$ cat config.mk
export PLATFORM = sky130hd
export DESIGN_NAME = usb_setup_ep_regs
export DESIGN_NICKNAME = d
export VERILOG_FILES = /design/src/common/usb_setup_ep_pkg.sv /design/src/hw/usb_setup_ep_regs.sv
export VERILOG_INCLUDE_DIRS = /design/src /design/src/common
export SDC_FILE = /design/constraint.sdc
export NUM_CORES = 1
export LEC_CHECK = 0
export ABC_AREA = 1
export CORE_MARGIN = 4
export CORE_UTILIZATION = 35
export DETAILED_ROUTE_END_ITERATION = 16
export DONT_BUFFER_PORTS = 1
export PLACE_DENSITY = 0.55
export SLEW_MARGIN = 20
export SYNTH_ARGS = -nofsm -noshare
export SYNTH_HDL_FRONTEND = slang
export SYNTH_SLANG_ARGS = --single-unit
$ cat constraint.sdc
create_clock -name clk -period 4.28 [get_ports clk]
set_input_delay 0.856 -clock clk [delete_from_list [all_inputs] [get_ports clk]]
set_output_delay 0.856 -clock clk [all_outputs]
set_load 0.01 [all_outputs]
$ cat src/common/usb_setup_ep_defs.svh
`ifndef USB_SETUP_EP_DEFS_SVH
`define USB_SETUP_EP_DEFS_SVH

// Local bus register offsets
`define OFS_ENDPOINT_DATA_PORT 8'h05
`define OFS_ENDPOINT_STATUS_LOW 8'h06
`define OFS_SETUP_INDEX_LOW 8'h44
`define OFS_SETUP_INDEX_HIGH 8'h45
`define OFS_SETUP_LENGTH_LOW 8'h46
`define OFS_SETUP_LENGTH_HIGH 8'h47

// Field positions in endpoint_status_low
`define BIT_BUF_FULL 7
`define BIT_BUF_EMPTY 6
`define BIT_NAK_OUT 5
`define BIT_SHORT_PKT 4
`define BIT_PKT_RECEIVED 3
`define BIT_PKT_SENT 2
`define BIT_OUT_TOKEN 1
`define BIT_IN_TOKEN 0

// Reset values
`define RST_SETUP_BYTE 8'h00
`define RST_STICKY 6'h00
`define RST_ENDPOINT_DATA 16'h0000
`define RST_UNMAPPED 16'h0000

// Structure sizes
`define NUM_ENDPOINTS 4
`define STICKY_BITS 6

`endif

$ cat src/common/usb_setup_ep_pkg.sv
`default_nettype none

package usb_setup_ep_pkg;

  typedef logic [1:0] ep_num_type;
  typedef logic [10:0] pkt_len_type;

  // Local bus pins as seen at the device boundary
  typedef struct packed {
    logic cs_n;
    logic rd_n;
    logic wr_n;
    logic [7:0] addr;
    logic [15:0] data;
  } lbus_in_type;

  // One cycle event report from the protocol engine
  typedef struct packed {
    ep_num_type ep;
    logic in_token;
    logic out_token;
    logic ping;
    logic high_speed;
    logic data_rx;
    logic data_tx;
    pkt_len_type pkt_len;
  } usb_event_type;

  // Bytes 4 to 7 of a freshly received setup packet
  typedef struct packed {
    logic valid;
    logic [15:0] index;
    logic [15:0] length;
  } setup_capture_type;

  // Per endpoint configuration held elsewhere in the device
  typedef struct packed {
    logic dir_in;
    logic nak_out_mode;
    pkt_len_type max_packet_size;
  } ep_config_type;

  // Currently visible buffer of one endpoint, from the buffer manager
  typedef struct packed {
    logic local_avail;
    pkt_len_type count;
  } buf_status_type;

  // Word on its way from the data port to the packet buffer
  typedef struct packed {
    ep_num_type ep;
    logic two_bytes;
    logic [15:0] data;
  } fifo_word_type;

endpackage

`default_nettype wire

$ cat src/hw/usb_setup_ep_regs.sv
`default_nettype none

`include "usb_setup_ep_defs.svh"

module usb_setup_ep_regs (
  input wire logic clk,
  input wire logic resetn,
  input wire usb_setup_ep_pkg::lbus_in_type lbus,
  input wire logic bus16,
  input wire usb_setup_ep_pkg::ep_num_type page_sel,
  input wire logic dma_enable,
  input wire usb_setup_ep_pkg::ep_num_type dma_ep,
  input wire usb_setup_ep_pkg::ep_config_type [3:0] ep_cfg,
  input wire usb_setup_ep_pkg::buf_status_type [3:0] buf_stat,
  input wire usb_setup_ep_pkg::usb_event_type usb_evt,
  input wire usb_setup_ep_pkg::setup_capture_type setup_cap,
  input wire logic [3:0] rsp_set_nak,
  input wire logic [3:0] rsp_clr_nak,
  input wire logic tx_ready,
  input wire logic rx_valid,
  input wire logic [15:0] rx_data,
  output logic [15:0] data_out,
  output logic data_oe_n,
  output logic bus_wait,
  output logic tx_valid,
  output usb_setup_ep_pkg::fifo_word_type tx_word,
  output logic rx_ready,
  output usb_setup_ep_pkg::ep_num_type rx_ep,
  output logic [3:0] nak_out
);

  ////////////////////////////////////////////////////////////////////////////
  // State of the whole block

  typedef struct packed {
    usb_setup_ep_pkg::lbus_in_type sync_a;
    usb_setup_ep_pkg::lbus_in_type sync_b;
    logic rd_seen;
    logic wr_seen;
    logic [3:0][7:0] setup;
    logic [3:0][5:0] sticky;
    usb_setup_ep_pkg::fifo_word_type [1:0] fifo;
    logic [1:0] fifo_vld;
    logic [15:0] rdata;
    logic oe_n;
    logic rx_ready;
    usb_setup_ep_pkg::ep_num_type rx_ep;
  } state_type;

  state_type cur_ff;
  state_type nxt_cur_ff;

  ////////////////////////////////////////////////////////////////////////////
  // Buffer flags per endpoint, from the visible buffer only

  logic [3:0] buf_full;
  logic [3:0] buf_empty;

  genvar e;
  generate
    for (e = 0; e < `NUM_ENDPOINTS; e++)
    begin : g_flags
      logic at_max;
      logic at_zero;
      assign at_max = (buf_stat[e].count == ep_cfg[e].max_packet_size);
      assign at_zero = (buf_stat[e].count == 11'h000);
      // IN: full when packet complete or nothing free; OUT: full packet ready
      assign buf_full[e] = ep_cfg[e].dir_in ? (at_max | ~buf_stat[e].local_avail)
                                            : (at_max & buf_stat[e].local_avail);
      // IN: free space to write; OUT: nothing left to read
      assign buf_empty[e] = ep_cfg[e].dir_in ? (at_zero & buf_stat[e].local_avail)
                                             : (at_zero | ~buf_stat[e].local_avail);
      // Engine must NAK OUT data while the flag stands
      assign nak_out[e] = cur_ff.sticky[e][`BIT_NAK_OUT];
    end
  endgenerate

  ////////////////////////////////////////////////////////////////////////////
  // Next state

  logic rd_active;
  logic wr_active;
  logic rd_start;
  logic wr_start;
  logic [7:0] bus_addr;
  logic [15:0] bus_wdata;
  usb_setup_ep_pkg::ep_num_type vis_ep;
  usb_setup_ep_pkg::fifo_word_type push_word;
  logic push;
  logic pop;
  logic short_pkt;

  always_comb
  begin
    nxt_cur_ff = cur_ff;

    // Two stages on every bus pin; only the second stage is looked at
    nxt_cur_ff.sync_a = lbus;
    nxt_cur_ff.sync_b = cur_ff.sync_a;

    rd_active = ~cur_ff.sync_b.cs_n & ~cur_ff.sync_b.rd_n;
    wr_active = ~cur_ff.sync_b.cs_n & ~cur_ff.sync_b.wr_n;
    rd_start = rd_active & ~cur_ff.rd_seen;
    wr_start = wr_active & ~cur_ff.wr_seen;
    nxt_cur_ff.rd_seen = rd_active;
    nxt_cur_ff.wr_seen = wr_active;
    bus_addr = cur_ff.sync_b.addr;
    bus_wdata = cur_ff.sync_b.data;

    // DMA steering overrides the page for data and buffer flags only
    vis_ep = dma_enable ? dma_ep : page_sel;

    // Setup capture replaces all four bytes at once
    if (setup_cap.valid)
    begin
      nxt_cur_ff.setup[0] = setup_cap.index[7:0];
      nxt_cur_ff.setup[1] = setup_cap.index[15:8];
      nxt_cur_ff.setup[2] = setup_cap.length[7:0];
      nxt_cur_ff.setup[3] = setup_cap.length[15:8];
    end

    // Sticky status: clear mask first, then events, so an event never drops
    short_pkt = (usb_evt.data_rx | usb_evt.data_tx) &
                (usb_evt.pkt_len < ep_cfg[usb_evt.ep].max_packet_size);
    for (int i = 0; i < `NUM_ENDPOINTS; i++)
    begin
      logic [5:0] clr;
      logic [5:0] set;
      clr = 6'h00;
      set = 6'h00;
      // Software clears act on the paged endpoint; zeros and bits 7:6 ignored
      if (wr_start && bus_addr == `OFS_ENDPOINT_STATUS_LOW && page_sel == 2'(i))
      begin
        clr = bus_wdata[5:0];
      end
      if (rsp_clr_nak[i])
      begin
        clr[`BIT_NAK_OUT] = 1'b1;
      end
      if (rsp_set_nak[i])
      begin
        set[`BIT_NAK_OUT] = 1'b1;
      end
      if (usb_evt.ep == 2'(i))
      begin
        if (usb_evt.data_rx && short_pkt && ep_cfg[i].nak_out_mode)
        begin
          set[`BIT_NAK_OUT] = 1'b1;
        end
        set[`BIT_SHORT_PKT] = short_pkt;
        set[`BIT_PKT_RECEIVED] = usb_evt.data_rx;
        set[`BIT_PKT_SENT] = usb_evt.data_tx;
        set[`BIT_OUT_TOKEN] = usb_evt.out_token | (usb_evt.ping & usb_evt.high_speed);
        set[`BIT_IN_TOKEN] = usb_evt.in_token;
      end
      nxt_cur_ff.sticky[i] = (cur_ff.sticky[i] & ~clr) | set;
    end

    // Two entry buffer between data port writes and the packet buffer
    push_word.ep = vis_ep;
    push_word.two_bytes = bus16;
    push_word.data = bus16 ? bus_wdata : {8'h00, bus_wdata[7:0]};
    pop = cur_ff.fifo_vld[0] & tx_ready;
    push = wr_start & (bus_addr == `OFS_ENDPOINT_DATA_PORT) & (~cur_ff.fifo_vld[1] | pop);
    if (pop)
    begin
      nxt_cur_ff.fifo[0] = cur_ff.fifo[1];
      nxt_cur_ff.fifo_vld = {1'b0, cur_ff.fifo_vld[1]};
    end
    if (push)
    begin
      if (!nxt_cur_ff.fifo_vld[0])
      begin
        nxt_cur_ff.fifo[0] = push_word;
        nxt_cur_ff.fifo_vld[0] = 1'b1;
      end
      else
      begin
        nxt_cur_ff.fifo[1] = push_word;
        nxt_cur_ff.fifo_vld[1] = 1'b1;
      end
    end

    // Read side: data captured at the strobe edge, driven while strobe holds
    nxt_cur_ff.rx_ready = 1'b0;
    nxt_cur_ff.oe_n = ~rd_active;
    if (rd_start)
    begin
      unique case (bus_addr)
        `OFS_SETUP_INDEX_LOW: nxt_cur_ff.rdata = {8'h00, cur_ff.setup[0]};
        `OFS_SETUP_INDEX_HIGH: nxt_cur_ff.rdata = {8'h00, cur_ff.setup[1]};
        `OFS_SETUP_LENGTH_LOW: nxt_cur_ff.rdata = {8'h00, cur_ff.setup[2]};
        `OFS_SETUP_LENGTH_HIGH: nxt_cur_ff.rdata = {8'h00, cur_ff.setup[3]};
        `OFS_ENDPOINT_STATUS_LOW:
        begin
          // Flags follow DMA endpoint; sticky bits follow the page
          nxt_cur_ff.rdata = {8'h00, buf_full[vis_ep], buf_empty[vis_ep], cur_ff.sticky[page_sel]};
        end
        `OFS_ENDPOINT_DATA_PORT:
        begin
          // Empty buffer stream reads as zero rather than stalling the bus
          if (rx_valid)
          begin
            nxt_cur_ff.rdata = bus16 ? rx_data : {8'h00, rx_data[7:0]};
            nxt_cur_ff.rx_ready = 1'b1;
          end
          else
          begin
            nxt_cur_ff.rdata = `RST_ENDPOINT_DATA;
          end
          nxt_cur_ff.rx_ep = vis_ep;
        end
        default: nxt_cur_ff.rdata = `RST_UNMAPPED;
      endcase
    end
  end

  ////////////////////////////////////////////////////////////////////////////
  // Registers

  // Bus strobes idle high, address and data zero; empty flag value follows the buffer manager
  always_ff @(posedge clk or negedge resetn)
  begin
    if (!resetn)
    begin
      cur_ff.sync_a <= {1'b1, 1'b1, 1'b1, 8'h00, 16'h0000};
      cur_ff.sync_b <= {1'b1, 1'b1, 1'b1, 8'h00, 16'h0000};
      cur_ff.rd_seen <= 1'b0;
      cur_ff.wr_seen <= 1'b0;
      cur_ff.setup <= {4{`RST_SETUP_BYTE}};
      cur_ff.sticky <= {4{`RST_STICKY}};
      cur_ff.fifo <= '0;
      cur_ff.fifo_vld <= 2'h0;
      cur_ff.rdata <= `RST_ENDPOINT_DATA;
      cur_ff.oe_n <= 1'b1;
      cur_ff.rx_ready <= 1'b0;
      cur_ff.rx_ep <= 2'h0;
    end
    else
    begin
      cur_ff <= nxt_cur_ff;
    end
  end

  ////////////////////////////////////////////////////////////////////////////
  // Outputs, each a flip-flop field

  assign data_out = cur_ff.rdata;
  assign data_oe_n = cur_ff.oe_n;
  assign bus_wait = cur_ff.fifo_vld[1];
  assign tx_valid = cur_ff.fifo_vld[0];
  assign tx_word = cur_ff.fifo[0];
  assign rx_ready = cur_ff.rx_ready;
  assign rx_ep = cur_ff.rx_ep;

endmodule

`default_nettype wire

# Word level (Yosys, flattened, before mapping)
# Cells that the tools add are included.
totals:
  elab_cells: 168
  ff_bits: 172
  output_inout_bits: 45
  inputBits: 213
op_classes:
  n_reduce_logical: 18
  n_mux: 48
  eq_ne: 16
  n_bitwise: 51
  magnitude_cmp: 4
ops:
  columns: ["operator", "n"]
  rows:
  - ["16-bit one-hot mux with 6 select lines", 1]
  - ["6-bit two-way mux", 9]
  - ["16-bit two-way mux", 3]
  - ["11-bit == test", 4]
  - ["11-bit logical NOT", 4]
  - ["21-bit two-way mux", 2]
  - ["8-bit by 7-bit == test with 1-bit output (second input constant)", 4]
  - ["13-bit binary-select mux with 2-bit select", 1]
  - ["6-bit bitwise AND", 4]
  - ["1-bit two-way mux", 24]
  - ["6-bit NOT", 4]
  - ["6-bit bitwise OR", 4]
  - ["19-bit two-way mux", 1]
  - ["1-bit bitwise AND", 17]
  - ["8-bit by 3-bit == test with 1-bit output (second input constant)", 2]
  - ["6-bit binary-select mux with 2-bit select", 1]
  - ["11-bit less-than comparator", 1]
  - ["11-bit two-way mux", 1]
  - ["1-bit NOT", 11]
  - ["1-bit bitwise OR", 11]
  - ["1-bit logical AND", 10]
  - ["2-bit by 3-bit less-than comparator with 1-bit output (second input constant)", 3]
  - ["2-bit == test (second input constant)", 4]
  - ["3-bit two-way mux", 2]
  - ["other kinds (5)", 9]

# Logic depth before layout (Yosys ltp)
depth:
  word_depth: 10
  mapped_depth: 14
  mapped_depth_nobuf: 14

# Least setup slack after synthesis
# OpenSTA, ideal clock, no wires.
synth_path:
  path_type: "input -> register"
  from: "input usb_evt[18] (netlist bit)"
  to: "register cur_ff (netlist bit nak_out[0])"
  cell_stages: 11
  setup_time_ns: 0.066
  required_time_ns: 4.214
  arrival_time_ns: 2.682
  slack_ns: 1.532
  path_buffers: 1
  path_cell_list: "inv_1 > nand2_1 > clkbuf_1 > inv_1 > a221oi_1 > ha_1 > a21oi_1 > o31ai_1 > a21oi_1 > nand4_1 > nand2_1"
synth_rtl:
  columns: ["element", "line_no", "source"]
  rows:
  - ["start: declaration", "usb_setup_ep_regs.sv:15", "input wire usb_setup_ep_pkg::usb_event_type usb_evt,"]
  - ["end signal: assignment", "usb_setup_ep_regs.sv:241", "cur_ff <= nxt_cur_ff;"]
  - ["end: declaration", "usb_setup_ep_regs.sv:50", "state_type cur_ff;"]

==> impl_results.md <==
- CTS root buffer: clkbuf_16
- Clock slew at reported path FFs: 0.07 ns
- Routed vias/inst: 4.94
- Antenna cells: 0
- Die H: 164 µm
- Die ar.: 0.0270 mm²
- CP Buf/Inv Count: 2
- Slew margin rel.: 0.504
- DR vias: 6514
- Total global routing overflow: 0
- Cell Rows: 56
- Crit-path slowest cell: a21oi_1
- CTS Buf Count: 17
- Starting DRC count in detailed routing: 423
- Clk_skew: 0.00899 ns
- Crit path DAT: 3.15 ns
- Hpwl dp: 20.1 mm
- Vias in the first global route: 6691
- Initial antenna violation count: 1
- Most common cell after layout, fill and taps aside: nand2_1
- Final #Nets: 1210
- Worst vdd ir: 0.263 mV
- Largest net degree at the start of global routing: 173
- Crit Path Max Fanout: 9
- Slew at the pin closest to its max-slew limit: 0.741 ns
- Setup_tns: 0 ns
- Worst slack, placed: 1.08 ns
- CTS tree: yes
- Synth-to-Final Area Change: 6.80%
- Worst reg2reg setup slack: 1.77 ns
- Antenna viol nets, final: 0
- Startpoint types: input pin
- Fmax: 0.359 GHz
- Yosys cell types: 40
- Final period util: 0.651
- PD cells: 380 mW/mm²
- I/O pins: 258
- Clock sinks: 172
- Setup crit end kind: flop
- Final slew viol count: 0
- Final Hold Viols: 0
- PostCTS Resize Cnt: 0
- Post-DR wirelength/cell: 19.3 µm
- Drt drc: 0
- Die width: 164 µm
- R2R Path End: cur_ff[46]
- Avg Cell Area, Syn: 8.29 µm²
- Max-Cap Viols: 0
- Yosys Warn Count: 0
- # hold bufs at CTS: 0
- Port bufs: 0
- Kind of critical path: in -> reg
- Leakage power total: 4.43 nW
- H-tree depth: 4
- Min-Delay Path Class: in -> async
- RR Startpoint: cur_ff[116]
- Setup ws final: 1.49 ns
- CP peak stage delay: 0.46 ns
- Initial core utilization: 0.359
- Global placer's final weighted congestion: 0.935
- Crit path time final: 2.79 ns
- Family with the most delay on the worst path: compound AO/OA/AOI/OAI gates
- Ys async rst share: 1.00
- Status: completed
- Worst reg2reg path depth: 5
- Post-synth EDFFs: 0
- RSZ-0062 raised after global routing: no
- DR pass1 iterations: 5
- Critical path, cell by cell: inv_1 > nand2_1 > clkinv_1 > a221oi_1 > ha_1 > a21oi_1 > o31ai_1 > a21oi_1 > nand4_1 > nand2_1
- Syn Inst Count: 1030
- Global-route wire length before repair: 38.6 mm
- Main synth FF type: dfrtp_1
- #FFs+latches synth: 172
- Cell Area, Synth: 0.00854 mm²
- Share of cells above drive strength 1: 0.0770
- Clock Latency Late Sink: 0.43 ns
- CORE AREA: 0.0238 mm²
- Total setup buffers inserted after CTS: 0
- Most frequent cells in the layout: nand2_1, dfrtp_1, inv_1
- Seq/Total Area, Yosys: 0.505
- Setup violators final: 0
- Drt total wl: 25.4 mm
- Crit path required time: 4.65 ns
- Total track usage: 0.190
- Net Count, Synth: 1253
- Clock Path Buffers: 2
-- cell families after synthesis --
family                     count (synthesis)  synth area share
DFF                                      172             0.505
xor gates and xnor gates                   6           0.00616
AOI/OAI and AO/OA                        201             0.136
buffers and inverters                    229             0.123
muxes                                      3           0.00440
adders and majority gates                 10            0.0147
and+or+nand+nor                          409             0.210
-- registers in the layout, summed over array words and instances, names as in the netlist --
name       count
rx_ready       1
tx_valid       1
data_oe_n      1
data_out      16
rx_ep          2
nak_out        4
bus_wdata     16
tx_word       19
bus_wait       1
bus_addr       8
cur_ff       103
-- metal layers --
layer	share of wire	vias up	track usage	wire, µm
met5	0.00047	-	0	12
met4	0.019	2	0.0576	488
met3	0.091	28	0.0710	2320
met2	0.49	231	0.312	12400
met1	0.40	3028	0.233	10200
li1	-	3225	-	-
-- worst reg2reg max path, cell delays in order (launching register included) --
cell,delay (ns)
dfrtp_1,0.36
nor3_1,0.51
inv_1,0.20
nor3_4,0.22
nand3_2,0.57
mux2_4,0.53
-- report_power, final --
| part | total, mW | switching (mW) | internal, mW |
|---|---|---|---|
| logic | 0.255 | 0.164 | 0.0909 |
| clock network | 1.49 | 0.712 | 0.776 |
| registers | 1.72 | 0.0332 | 1.69 |
-- synth_stat cells (2+ instances only) --
master,n,share of area
a21oi_1,16,0.0094
a221oi_1,9,0.0092
a31oi_1,9,0.0066
a32o_1,8,0.0094
buf_4,42,0.037
buf_6,4,0.0053
clkbuf_1,19,0.0084
dfrtp_1,165,0.48
dfstp_2,7,0.022
ha_1,10,0.015
inv_1,158,0.069
inv_2,3,0.0013
mux2_2,2,0.0026
nand2_1,260,0.11
nand2_2,4,0.0029
nand3_1,21,0.012
nand4_1,31,0.023
nor2_1,51,0.022
nor3_1,12,0.0070
nor3_4,2,0.0038
nor3b_1,4,0.0035
nor4_1,3,0.0022
o211ai_1,17,0.015
o21ai_0,94,0.055
o21ai_1,26,0.015
o22ai_1,20,0.015
or2_2,15,0.011
xnor2_1,6,0.0062
-- area by class of cell --
class                           count  area, µm²
Timing Repair Buffer                5       37.5
Multi-Input combinational cell    629       3180
Clock buffer                       17        425
Inverter                          162        608
Fill cell                        2468      14600
Sequential cell                   172       4310
Clock inverter                     15        159
Tap cell                          319        399
-- worst max path at each step --
stage                startpoint    endpoint  slack (ns)  cells after the start
finish              usb_evt[18]  nak_out[3]        1.49                     10
detailed placement  usb_evt[18]  nak_out[3]        1.08                     10
CTS                 usb_evt[18]  nak_out[3]        1.53                     10
global placement    usb_evt[18]  nak_out[3]        1.11                     10
global route        usb_evt[18]  nak_out[1]        1.28                     12
floorplan           usb_evt[18]  nak_out[0]        1.53                     11
-- stage by stage --
step / hold slack [ns] / total power, mW / area (µm²) / utilization / instances
after global placement: 0.333 / 2.01 / 8530 / 0.359 / 1287
after global routing: 0.0859 / 3.64 / 9120 / 0.384 / 1319
after detailed placement: 0.335 / 2.01 / 8530 / 0.359 / 1287
after floorplan: 0.331 / 1.96 / 8540 / - / 1030
final: 0.116 / 3.47 / 9120 / 0.384 / 1319
after CTS: 0.0965 / 3.51 / 9120 / 0.384 / 1319
Note: power is estimated with default switching activity, not from simulation.
